<file path="src/logic/tasq_map.svh">
// Constants of the touch converter evaluation sequencer.
// Assumes inclusion by bare name from every design file that needs them.
`ifndef TASQ_MAP_SVH
`define TASQ_MAP_SVH

`define TASQ_CMD_BITS 8
`define TASQ_WORD_BITS 12
`define TASQ_DIV_FAST 10
`define TASQ_DIV_SLOW 20
`define TASQ_FRAME_SHORT 16
`define TASQ_FRAME_LONG 24
`define TASQ_BUSY_PERIOD 8
`define TASQ_CMD_DEFAULT 8'h97
`define TASQ_PIN_BITS 35

`endif

</file>
<file path="src/logic/tasq_pkg.sv">
// Types shared by the touch converter evaluation sequencer.
// Assumes nothing beyond a SystemVerilog compiler.
package tasq_pkg;

    typedef enum logic [0:0] {
        TASQ_IDLE = 1'h0,
        TASQ_RUN = 1'h1
    } tasq_state_type;

    typedef logic [4:0] tasq_count_type;

endpackage

</file>
<file path="src/logic/tasq_sequencer.sv">
// Converter sequencer: clocking, command shifting, result capture, irq pin.
// Assumes all jumper and connector inputs are asynchronous board pins.
`timescale 1ns/1ps
`include "tasq_map.svh"
module tasq_sequencer
    import tasq_pkg::*;
(
    input wire logic clk,
    input wire logic reset_n,
    input wire logic ext_clock_in,
    input wire logic clock_source_jumper,
    input wire logic divider_jumper,
    input wire logic frame_length_jumper_a,
    input wire logic frame_length_jumper_b,
    input wire logic [`TASQ_CMD_BITS-1:0] command_bit_jumpers,
    input wire logic [`TASQ_CMD_BITS-1:0] command_drive_enable,
    input wire logic [`TASQ_CMD_BITS-1:0] command_drive_value,
    input wire logic irq_level_jumper,
    input wire logic irq_pass_jumper,
    input wire logic irq_invert_jumper,
    input wire logic irq_line_in,
    input wire logic irq_line_driven,
    input wire logic converter_dout,
    output logic converter_clock,
    output logic converter_cs_n,
    output logic converter_din,
    output logic touch_irq_pin,
    output logic [`TASQ_WORD_BITS-1:0] parallel_word,
    output logic word_valid_strobe
);

    // Reset release
    logic rst_meta_q;
    logic rst_n_q;

    always_ff @(posedge clk or negedge reset_n) begin
        if (!reset_n) begin
            rst_meta_q <= 1'h0;
            rst_n_q <= 1'h0;
        end else begin
            rst_meta_q <= 1'h1;
            rst_n_q <= rst_meta_q;
        end
    end

    // Two-stage synchronisers for every board pin
    logic [`TASQ_PIN_BITS-1:0] pin_w;
    logic [`TASQ_PIN_BITS-1:0] pin_meta_q;
    logic [`TASQ_PIN_BITS-1:0] pin_q;

    assign pin_w = {ext_clock_in, clock_source_jumper, divider_jumper,
                    frame_length_jumper_a, frame_length_jumper_b,
                    command_bit_jumpers, command_drive_enable,
                    command_drive_value, irq_level_jumper,
                    irq_pass_jumper, irq_invert_jumper, irq_line_in,
                    irq_line_driven, converter_dout};

    always_ff @(posedge clk or negedge rst_n_q) begin
        if (!rst_n_q) begin
            pin_meta_q <= '0;
            pin_q <= '0;
        end else begin
            pin_meta_q <= pin_w;
            pin_q <= pin_meta_q;
        end
    end

    logic ext_clk_w;
    logic src_osc_w;
    logic div_slow_w;
    logic len_a_w;
    logic len_b_w;
    logic [`TASQ_CMD_BITS-1:0] cmd_jump_w;
    logic [`TASQ_CMD_BITS-1:0] cmd_en_w;
    logic [`TASQ_CMD_BITS-1:0] cmd_val_w;
    logic irq_lvl_w;
    logic irq_pass_w;
    logic irq_inv_w;
    logic irq_line_w;
    logic irq_drv_w;
    logic dout_w;

    assign {ext_clk_w, src_osc_w, div_slow_w, len_a_w, len_b_w,
            cmd_jump_w, cmd_en_w, cmd_val_w, irq_lvl_w, irq_pass_w,
            irq_inv_w, irq_line_w, irq_drv_w, dout_w} = pin_q;

    // Converter clock source and divider
    tasq_count_type half_w;
    logic div_tick_w;
    logic conv_d;

    assign half_w = div_slow_w ? 5'(`TASQ_DIV_SLOW / 2) :
                                 5'(`TASQ_DIV_FAST / 2);

    tasq_clock_divider u_divider (
        .clk(clk),
        .rst_n(rst_n_q),
        .half_count(half_w),
        .tick(div_tick_w)
    );

    assign conv_d = src_osc_w ?
                    (div_tick_w ? ~converter_clock : converter_clock) :
                    ext_clk_w;

    logic rise_w;
    logic fall_w;

    assign rise_w = conv_d & ~converter_clock;
    assign fall_w = ~conv_d & converter_clock;

    always_ff @(posedge clk or negedge rst_n_q) begin
        if (!rst_n_q) begin
            converter_clock <= 1'h0;
        end else begin
            converter_clock <= conv_d;
        end
    end

    // Frame sequencing
    tasq_state_type state_q;
    tasq_state_type state_d;
    tasq_count_type period_q;
    tasq_count_type period_d;
    tasq_count_type last_w;
    logic run_w;
    logic wrap_w;

    assign last_w = (!len_a_w && len_b_w) ?
                    5'(`TASQ_FRAME_LONG - 1) :
                    5'(`TASQ_FRAME_SHORT - 1);
    assign run_w = (state_q == TASQ_RUN);
    assign state_d = (run_w || fall_w) ? TASQ_RUN : TASQ_IDLE;
    assign wrap_w = (period_q >= last_w);
    assign period_d = !(rise_w && run_w) ? period_q :
                      wrap_w ? 5'h00 : period_q + 5'h01;

    always_ff @(posedge clk or negedge rst_n_q) begin
        if (!rst_n_q) begin
            state_q <= TASQ_IDLE;
            period_q <= 5'h00;
            converter_cs_n <= 1'h1;
        end else begin
            state_q <= state_d;
            period_q <= period_d;
            converter_cs_n <= (state_d != TASQ_RUN);
        end
    end

    // Command byte: driven lines win over jumpers
    logic [`TASQ_CMD_BITS-1:0] cmd_word_w;
    logic [`TASQ_CMD_BITS-1:0] cmd_par_w;
    logic cmd_load_w;
    logic cmd_shift_w;

    assign cmd_word_w = (cmd_en_w & cmd_val_w) |
                        (~cmd_en_w & cmd_jump_w);
    assign cmd_load_w = fall_w && (period_q == 5'h00);
    assign cmd_shift_w = fall_w && run_w && (period_q != 5'h00) &&
                         (period_q <= 5'(`TASQ_BUSY_PERIOD));

    tasq_shift_register #(
        .WIDTH(`TASQ_CMD_BITS)
    ) u_command_shifter (
        .clk(clk),
        .rst_n(rst_n_q),
        .load(cmd_load_w),
        .shift(cmd_shift_w),
        .serial_in(1'h0),
        .par_in(cmd_word_w),
        .par_out(cmd_par_w)
    );

    always_ff @(posedge clk or negedge rst_n_q) begin
        if (!rst_n_q) begin
            converter_din <= 1'h0;
        end else begin
            converter_din <= cmd_par_w[`TASQ_CMD_BITS-1];
        end
    end

    // Result capture, MSB first from the converter
    logic [3:0] bits_left_q;
    logic [3:0] bits_left_d;
    logic arm_w;
    logic take_w;
    logic done_q;
    logic [`TASQ_WORD_BITS-1:0] res_par_w;

    assign arm_w = rise_w && run_w &&
                   (period_q == 5'(`TASQ_BUSY_PERIOD));
    assign take_w = rise_w && (bits_left_q != 4'h0);
    assign bits_left_d = arm_w ? 4'(`TASQ_WORD_BITS) :
                         take_w ? bits_left_q - 4'h1 : bits_left_q;

    tasq_shift_register #(
        .WIDTH(`TASQ_WORD_BITS)
    ) u_result_shifter (
        .clk(clk),
        .rst_n(rst_n_q),
        .load(1'h0),
        .shift(take_w && !arm_w),
        .serial_in(dout_w),
        .par_in('0),
        .par_out(res_par_w)
    );

    always_ff @(posedge clk or negedge rst_n_q) begin
        if (!rst_n_q) begin
            bits_left_q <= 4'h0;
            done_q <= 1'h0;
        end else begin
            bits_left_q <= bits_left_d;
            done_q <= take_w && !arm_w && (bits_left_q == 4'h1);
        end
    end

    always_ff @(posedge clk or negedge rst_n_q) begin
        if (!rst_n_q) begin
            parallel_word <= '0;
            word_valid_strobe <= 1'h0;
        end else begin
            if (done_q) begin
                parallel_word <= res_par_w;
            end
            word_valid_strobe <= done_q;
        end
    end

    // Pen interrupt strapping
    logic irq_d;

    assign irq_d = (irq_pass_w && irq_drv_w) ? irq_line_w :
                   (irq_inv_w && irq_drv_w) ? ~irq_line_w :
                   ~irq_lvl_w;

    always_ff @(posedge clk or negedge rst_n_q) begin
        if (!rst_n_q) begin
            touch_irq_pin <= 1'h1;
        end else begin
            touch_irq_pin <= irq_d;
        end
    end
endmodule

</file>
<file path="src/logic/tasq_clock_divider.sv">
// Tick generator dividing the system clock by a selectable half period.
// Assumes half_count is at least one and comes from synchronised logic.
`timescale 1ns/1ps
module tasq_clock_divider
    import tasq_pkg::*;
(
    input wire logic clk,
    input wire logic rst_n,
    input wire tasq_count_type half_count,
    output logic tick
);

    tasq_count_type count_q;
    tasq_count_type count_d;
    logic at_end_w;

    assign at_end_w = (count_q >= half_count - 5'h01);
    assign count_d = at_end_w ? 5'h00 : count_q + 5'h01;

    always_ff @(posedge clk or negedge rst_n) begin
        if (!rst_n) begin
            count_q <= 5'h00;
            tick <= 1'h0;
        end else begin
            count_q <= count_d;
            tick <= at_end_w;
        end
    end

endmodule

</file>
<file path="src/logic/tasq_shift_register.sv">
// Parallel-load shift register, shifting toward the top bit.
// Assumes load and shift come from logic on the same clock.
`timescale 1ns/1ps
module tasq_shift_register #(
    parameter int WIDTH = 8
) (
    input wire logic clk,
    input wire logic rst_n,
    input wire logic load,
    input wire logic shift,
    input wire logic serial_in,
    input wire logic [WIDTH-1:0] par_in,
    output logic [WIDTH-1:0] par_out
);

    logic [WIDTH-1:0] par_d;

    assign par_d = load ? par_in :
                   shift ? {par_out[WIDTH-2:0], serial_in} : par_out;

    always_ff @(posedge clk or negedge rst_n) begin
        if (!rst_n) begin
            par_out <= '0;
        end else begin
            par_out <= par_d;
        end
    end

endmodule

</file>
<file path="config.mk">
export PLATFORM = sky130hd
export DESIGN_NAME = tasq_sequencer
export DESIGN_NICKNAME = d
export VERILOG_FILES = /design/src/logic/tasq_pkg.sv /design/src/logic/tasq_sequencer.sv /design/src/logic/tasq_clock_divider.sv /design/src/logic/tasq_shift_register.sv
export VERILOG_INCLUDE_DIRS = /design/src /design/src/logic
export SDC_FILE = /design/constraint.sdc
export NUM_CORES = 1
export LEC_CHECK = 0
export ABC_CLOCK_PERIOD_IN_PS = 5100
export BUFFER_PORTS_ARGS = -buffer_cell sky130_fd_sc_hd__buf_2
export CAP_MARGIN = 20
export CORE_MARGIN = 8
export CORE_UTILIZATION = 55
export CTS_CLUSTER_SIZE = 12
export DETAILED_ROUTE_END_ITERATION = 10
export PLACE_DENSITY = 0.82
export REMOVE_ABC_BUFFERS = 1
export SLEW_MARGIN = 20
export SYNTH_ARGS = -nofsm -noshare
export SYNTH_HDL_FRONTEND = slang
export SYNTH_HIERARCHICAL = 1
export SYNTH_SLANG_ARGS = --single-unit
</file>
<file path="constraint.sdc">
create_clock -name clk -period 5.1 [get_ports clk]
set_clock_uncertainty 0.05 [all_clocks]
set_input_delay 0.255 -clock clk [delete_from_list [all_inputs] [get_ports clk]]
set_output_delay 0.255 -clock clk [all_outputs]
set_load 0.02 [all_outputs]
</file>
======== Word level (Yosys, flattened, before mapping) ========
Cells that the tools add are included.
W data, S select, Z words.
word-level totals
  register bits after elaboration ......... 126
  output and inout port bits .............. 17
cells by class
  add/sub/neg operators ................... 4
  magnitude comparators ................... 3
  eq/ne operators ......................... 2
  multiplexer cells ....................... 13
  bitwise logic cells ..................... 11
  reduce and logical (&&, ||, !) cells .... 20
operators by type and width
  cell                   count
  $and A8 B8 Y8          2
  $mux W8                2
  $mux W5                3
  $logic_and A1 B1 Y1    12
  $mux W4                3
  $add A5 B1 Y5 const B  2
  $ge A5 B5 Y1           2
  $not A8 Y8             1
  $or A8 B8 Y8           1
  $eq A5 B4 Y1 const B   1
  $le A5 B4 Y1 const B   1
  $logic_not A5 Y1       1
  $mux W1                5
  $not A1 Y1             5
  $reduce_bool A5 Y1     1
  $sub A4 B1 Y5 const B  1
  $eq A4 B1 Y1 const B   1
  $reduce_bool A2 Y1     2
  $reduce_bool A4 Y1     1
  $sub A4 B1 Y4 const B  1
  $and A1 B1 Y1          2
  $logic_not A1 Y1       2
  $logic_or A1 B1 Y1     1

======== Logic depth before layout (Yosys ltp) ========
Gate-level depths: netlist of the first run.
  word-level depth ........................ 10
  mapped depth ............................ 9
  mapped depth without buffers ............ 8

======== Cells and area by module ========
Netlist of the first run, hierarchy kept.
by module, submodules not included
  module                                   instances  cells an instance  area each (µm²)  seq. area each (µm²)
  tasq_sequencer                           1          200                3228.1           2504.9
  tasq_shift_register (u_result_shifter)   1          51                 550.5            300.3
  tasq_clock_divider                       1          38                 411.6            150.1
  tasq_shift_register (u_command_shifter)  1          34                 372.9            200.2

======== Worst setup path after synthesis of the first run ========
No wires, ideal clock.
  kind .................................... reg2reg
  start point ............................. register period_q[0]
  end point ............................... register u_result_shifter.par_out[1]
  arrival time ............................ 1.902 ns
  path slack .............................. 3.030 ns
  cell stages (with the launch flop) ...... 10
  cell sequence ........................... dfrtp_1 -> inv_1 -> ha_1 -> nor2b_1 -> and3_1 -> or3_4 -> inv_1 -> buf_6 -> mux2i_1 -> o21ai_2
on the way
  word-level cells in the longest chain between the ends .. 4
RTL lines
  item                      line                       text
  start: declaration        tasq_sequencer.sv:123      tasq_count_type period_q;
  start signal: assignment  tasq_sequencer.sv:145      period_q <= period_d;
  $eq A5 B4 Y1              tasq_sequencer.sv:191      (period_q == 5'(`TASQ_BUSY_PERIOD));
  $logic_and A1 B1 Y1       tasq_sequencer.sv:190      assign arm_w = rise_w && run_w &&
  $logic_not A1 Y1          tasq_sequencer.sv:202      .shift(take_w && !arm_w),
  $logic_and A1 B1 Y1       tasq_sequencer.sv:202
  end signal: assignment    tasq_shift_register.sv:25  par_out <= par_d;
  end: declaration          tasq_shift_register.sv:13  output logic [WIDTH-1:0] par_out
No other way between the ends.
A chain may end at the register's enable or synchronous reset.

======== Final worst setup path of the first run ========
  start point ............................. register period_q[0]
  end point ............................... register u_result_shifter.par_out[4]
The elaborated chain is that of the path after synthesis.

==> results of run 1 <==
==> worst min path at each step <==
stage                      startpoint                       end  slack, ps
6_report            rst_n_q$_DFF_PN0_       pin_q[12]$_DFF_PN0_        230
5_1_grt             rst_n_q$_DFF_PN0_  pin_meta_q[11]$_DFF_PN0_        260
4_1_cts        command_drive_value[2]   pin_meta_q[8]$_DFF_PN0_        290
3_5_place_dp                  reset_n      rst_meta_q$_DFF_PN0_         -7
3_3_place_gp                  reset_n      rst_meta_q$_DFF_PN0_        -10
2_1_floorplan                 reset_n      rst_meta_q$_DFF_PN0_        -90
==> stage by stage <==
step	hold WS, ps	instance area, um^2
floorplan	-90.59	4582
global route	263.1	5989
finish	227.0	5989
detailed placement	-7.060	5011
CTS	294.7	5962
global placement	-11.07	5011
==> cells in the mapped netlist, drive strengths merged, types with 2 or more instances <==
cell	instances
a31oi	2
inv	14
dfrtp	124
nand3	6
a22o	3
a41oi	2
dfstp	2
buf	7
o22ai	3
mux2i	22
a21oi	6
nor3	4
nand2b	2
mux2	20
a21o	3
conb	2
xnor2	6
nor3b	2
nor2b	4
nand2	29
o21ai	26
ha	13
nor2	6
a311oi	5
xor2	2
==> routing by layer <==
layer	wire, um	up-vias
li1	-	1356
met1	3602	1418
met2	5001	73
met3	476	16
met4	171	0
met5	0	-
==> state kept, by name (all words and copies together), names as in the netlist, 4 cells and up <==
signal	flops
u_command_shifter/par_out	8
pin_meta_q	35
period_q	5
parallel_word	12
bits_left_q	4
u_result_shifter/par_out	12
pin_q	35
u_divider/count_q	5
==> critical path, cell delays in order, from the launching register on <==
cell	delay (ps)
dfrtp_1	420
inv_1	100
ha_1	200
nor2b_1	160
and3_1	230
or3_4	390
inv_1	470
mux2i_1	290
o21ai_1	90
==> cell type report <==
class	count	area, um^2
multi-input cells	195	1380
repair buffers	94	685.7
fillers	466	2145
clock buffers	17	414.1
inverters	14	52.55
flip-flops and latches	126	3159
clock inverters	15	166.4
well taps	105	131.4
==> power by group <==
group / leakage [uW] / switching [uW] / total [uW] / internal [uW]
Combinational: 0.000987 / 331 / 608 / 277
Clock: 0.000286 / 499 / 1170 / 675
Sequential: 0.00151 / 128 / 1300 / 1170
Total: 0.00279 / 959 / 3080 / 2120
==> cells by family (layout without fill, tap and decap cells) <==
family,Yosys count,after routing,share of synthesized area [%]
flip-flops,126,126,69.15
adder cells (fa/ha/maj),13,13,3.565
AO/OA/AOI/OAI,54,54,7.678
XOR/XNOR,8,8,1.536
other,2,21,0.1646
buffers and inverters,21,140,2.303
AND/OR/NAND/NOR,57,57,5.840
multiplexers,42,42,9.762
==> out/qor.txt, run 1 <==
status: finished clean
Routed wire per std cell: 16.34 um
slack of the critical path: 2602 ps
# rows: 33
post-synthesis cell area: 4563 um^2
Setup crit start: period_q[0]$_DFFE_PN0P_
Worst R2R End: u_result_shifter/par_out[4]$_DFFE_PN0P_
Layout area overhead: 31.26%
drt drc: 0
peak supply drop: 0.0002882 V
Die ar.: 11470 um^2
GRT met3 Usage: 5.939%
relative slew slack: 59.15%
routed wire length: 9251 um
post-CTS sizing: 0
pre-CTS WS: 2650 ps
DR vias: 2863
most frequent cells in the layout: 123 x dfrtp_1, 53 x buf_2, 37 x dlygate4sd3_1, 29 x nand2_1, 22 x mux2i_1
vias per cell: 5.058
total CTS buffers: 17
TritonCTS clock tree: yes
met2 global-route usage: 30.49%
max-slew violations: 0
min Tclk post-route: 2498 ps
clk buf depth: 2
drt first pass iters: 4
crit path kind: reg2reg
R2R setup slack: 2600 ps
synth warn: 6
FF-to-FF path depth: 8
Lkg Pwr: 0.002788 uW
Fin Setup TNS: 0 ps
fin cells: 566
H-tree depth: 4
Post-synth EDFFs: 0
RSZ-0062 raised after global routing: false
MaxCap Viol Count: 0
setup bufs post-CTS: 0
Avg Inst Size Synth: 14.13 um^2
GRT Overall Usage: 17.43%
Hold Buf Count CTS: 37
Max Freq: 400.4 MHz
grt total ovfl: 0
Req. time, crit path: 5450 ps
crit end category: flip-flop
Hold Fails Final Rpt: 0
first-pass GRT wire length: 15390 um
Die Width: 107.1 um
total power: 3080 uW
final antenna diode count: 0
crit start category: flip-flop
maximum fanout along the worst path: 12
DIE HEIGHT: 107.1 um
HPWL after detailed placement: 4937 um
sequential element share of the synthesized area: 69.15%
Hold Path Class: reg2async
Top FF cell, synth: dfrtp_1
grt met1 use: 18.60%
PortBufs: 53
fraction of registers with async set/reset: 100.0%
busiest grt layer: met2
#FFs+latches synth: 126
ranking of synthesized cells by area: dfrtp_1 68%, mux2_2 4.9%, mux2i_1 4.8%
share of layout cells above drive strength 1: 25.81%
core box area: 8134 um^2
final core occ: 73.63%
Tightest Pin Transition: 612.1 ps
vias in the first global route: 3227
placed cell count: 496
initial antenna violation count: 0
I/O pin count: 54
leading area contributor after synthesis: dfrtp_1
top-area cell type share of the netlist area: 68.00%
Pwr Density: 514.3 nW/um^2
Final setup viols: 0
RePlAce Congestion: 0.8057
later-pin clock latency in the skew report: 520 ps
Syn Inst Count: 323
worst setup path end: u_result_shifter/par_out[4]$_DFFE_PN0P_
largest net degree at the start of global routing: 92
First DRT Iteration DRCs: 83
Routed Antenna Nets: 0
synth unique cells: 39
Nets: 498
commonest non-fill, non-tap cell in the layout: dfrtp_1
Worst-path clk slew: 70 ps
CTS root buf: clkbuf_8
Initial Util: 56.10%
CTS sink count: 126
RR Startpoint: period_q[0]$_DFFE_PN0P_
critical path data arrival time: 2840 ps
period utilization: 48.97%
No activity file was read; power rests on OpenSTA's default activity.
==> run 2: changes to the inputs <==
--- a/config.mk
+++ b/config.mk
@@ -6,7 +6,7 @@
 export SDC_FILE = /design/constraint.sdc
 export NUM_CORES = 1
 export LEC_CHECK = 0
-export ABC_CLOCK_PERIOD_IN_PS = 5100
+export ABC_CLOCK_PERIOD_IN_PS = 2500
 export BUFFER_PORTS_ARGS = -buffer_cell sky130_fd_sc_hd__buf_2
 export CAP_MARGIN = 20
 export CORE_MARGIN = 8
==> constraint.sdc (replaced) <==
create_clock -name clk -period 2.5 [get_ports clk]
set_clock_uncertainty 0.05 [all_clocks]
set_input_delay 0.125 -clock clk [delete_from_list [all_inputs] [get_ports clk]]
set_output_delay 0.125 -clock clk [all_outputs]
set_load 0.02 [all_outputs]
==> run 2 against run 1 <==
Power grew 110%. Sequential cell count is the same. Utilization grew 0.22 points. Count of clock-buffer cells in the layout is the same. Sequential power grew 100%. Combinational power grew 110%. Maximum frequency grew 8.4%. Critical path type unchanged. Largest cell class unchanged. Via count grew 1.3%. Highest routed layer unchanged.
==> out/qor.txt, run 2 (synthesis gave the netlist of run 1 again) <==
status: finished clean
Die Width: 107.1 um
fin cells: 567
Final setup viols: 0
CTS root buf: clkbuf_8
crit start category: flip-flop
RSZ-0062 raised after global routing: false
CTS sink count: 126
core box area: 8134 um^2
crit end category: flip-flop
critical path data arrival time: 2660 ps
commonest non-fill, non-tap cell in the layout: dfrtp_1
total power: 6338 uW
# rows: 33
GRT Overall Usage: 18.82%
most frequent cells in the layout: 123 x dfrtp_1, 53 x buf_2, 37 x dlygate4sd3_1, 29 x nand2_1, 22 x mux2i_1
placed cell count: 498
min Tclk post-route: 2304 ps
H-tree depth: 4
First DRT Iteration DRCs: 117
first-pass GRT wire length: 16290 um
later-pin clock latency in the skew report: 520 ps
Fin Hold WS: 202.3 ps
DIE HEIGHT: 107.1 um
maximum fanout along the worst path: 7
Nets: 499
Hold Path Class: in2reg
Req. time, crit path: 2850 ps
vias in the first global route: 3365
setup bufs post-CTS: 0
DR vias: 2901
period utilization: 92.16%
Layout area overhead: 31.64%
drt drc: 0
Largest regs: pin_meta_q: 35 flops, pin_q: 35 flops
drt first pass iters: 4
relative slew slack: 64.06%
Die ar.: 11470 um^2
Lkg Pwr: 0.002786 uW
peak supply drop: 0.0006985 V
RePlAce Congestion: 0.7817
largest net degree at the start of global routing: 65
total CTS buffers: 17
share of layout cells above drive strength 1: 27.06%
crit path kind: reg2reg
TritonCTS clock tree: yes
Initial Util: 56.10%
Pwr Density: 1055 nW/um^2
Routed Antenna Nets: 0
I/O pin count: 54
Max Freq: 434.0 MHz
MaxCap Viol Count: 0
initial antenna violation count: 0
grt total ovfl: 0
final antenna diode count: 0
PortBufs: 53
max-slew violations: 0
Hold Fails Final Rpt: 0
Worst-path clk slew: 60 ps
vias per cell: 5.116
HPWL after detailed placement: 5209 um
Routed wire per std cell: 17.25 um
Tightest Pin Transition: 539.1 ps
clk buf depth: 2
R2R setup slack: 200 ps
routed wire length: 9779 um
-- run 2: cell types whose count changed in the layout (fill, tap and decap cells not counted), sizes merged --
cell      delta
buf          +1
clkinv       -1
clkinvlp     +1
-- run 2: path summary, 6_finish.rpt --
| check | startpoint | to | depth (start not counted) |
|---|---|---|---|
| max | pin_q[32]$_DFF_PN0_ | u_divider/count_q[2]$_DFF_PN0_ | 8 |
| min | divider_jumper | pin_meta_q[32]$_DFF_PN0_ | 2 |
| max reg2reg | pin_q[32]$_DFF_PN0_ | u_divider/count_q[2]$_DFF_PN0_ | 8 |
| min reg2reg | rst_n_q$_DFF_PN0_ | pin_meta_q[10]$_DFF_PN0_ | 0 |
| max in group asynchronous | rst_n_q$_DFF_PN0_ | converter_din$_DFF_PN0_ | 1 |
| min in group asynchronous | rst_n_q$_DFF_PN0_ | pin_meta_q[10]$_DFF_PN0_ | 0 |
-- run 2: where the power goes --
group,switching [uW],internal [uW]
registers,271,2390
logic,702,579
clock network,1020,1370
total,2000,4340
-- run 2: area by class of cell --
cell class | instances | area [um^2]
sequential | 126 | 3159
clock inverter | 15 | 165.2
multi-input combinational | 195 | 1399
tap | 105 | 131.4
inverter | 14 | 52.55
timing repair buffer | 95 | 685.7
clock buffer | 17 | 414.1
fill | 476 | 2127
-- run 2: what timing repair did --
item | 4_1_cts | 5_1_grt
setup endpoints to repair | 0 | 2
hold buffers | 37 | 0
endpoints found under the hold margin | 37 | 0
gates resized for setup | 0 | 5
-- run 2: worst max-delay path: stages (launching register included) --
cell and delay (ps):
dfrtp_1 440, inv_2 130, inv_1 70, ha_1 220, nor3b_2 170, xnor2_1 140, ha_1 340, a21o_2 310
a311oi_2 320
-- run 2: routing by layer --
metal	share of wire, %	wire length, um	vias up	track usage (%)
met4	2.9	286	0	9.950
met5	0	0	-	0
met2	55	5379	73	33.45
li1	-	-	1361	-
met3	4.8	467	23	6.419
met1	37	3644	1444	19.03
-- run 2: metrics by stage --
stage	utilization, %	setup slack [ps]	instance area [um^2]	setup TNS (ps)
floorplan	-	-1317	4582	-161550
global placement	61.94	367.3	5039	0
detailed placement	61.94	233.9	5039	0
CTS	73.62	22.99	5988	0
global route	73.85	72.45	6007	0
finish	73.85	196.0	6007	0
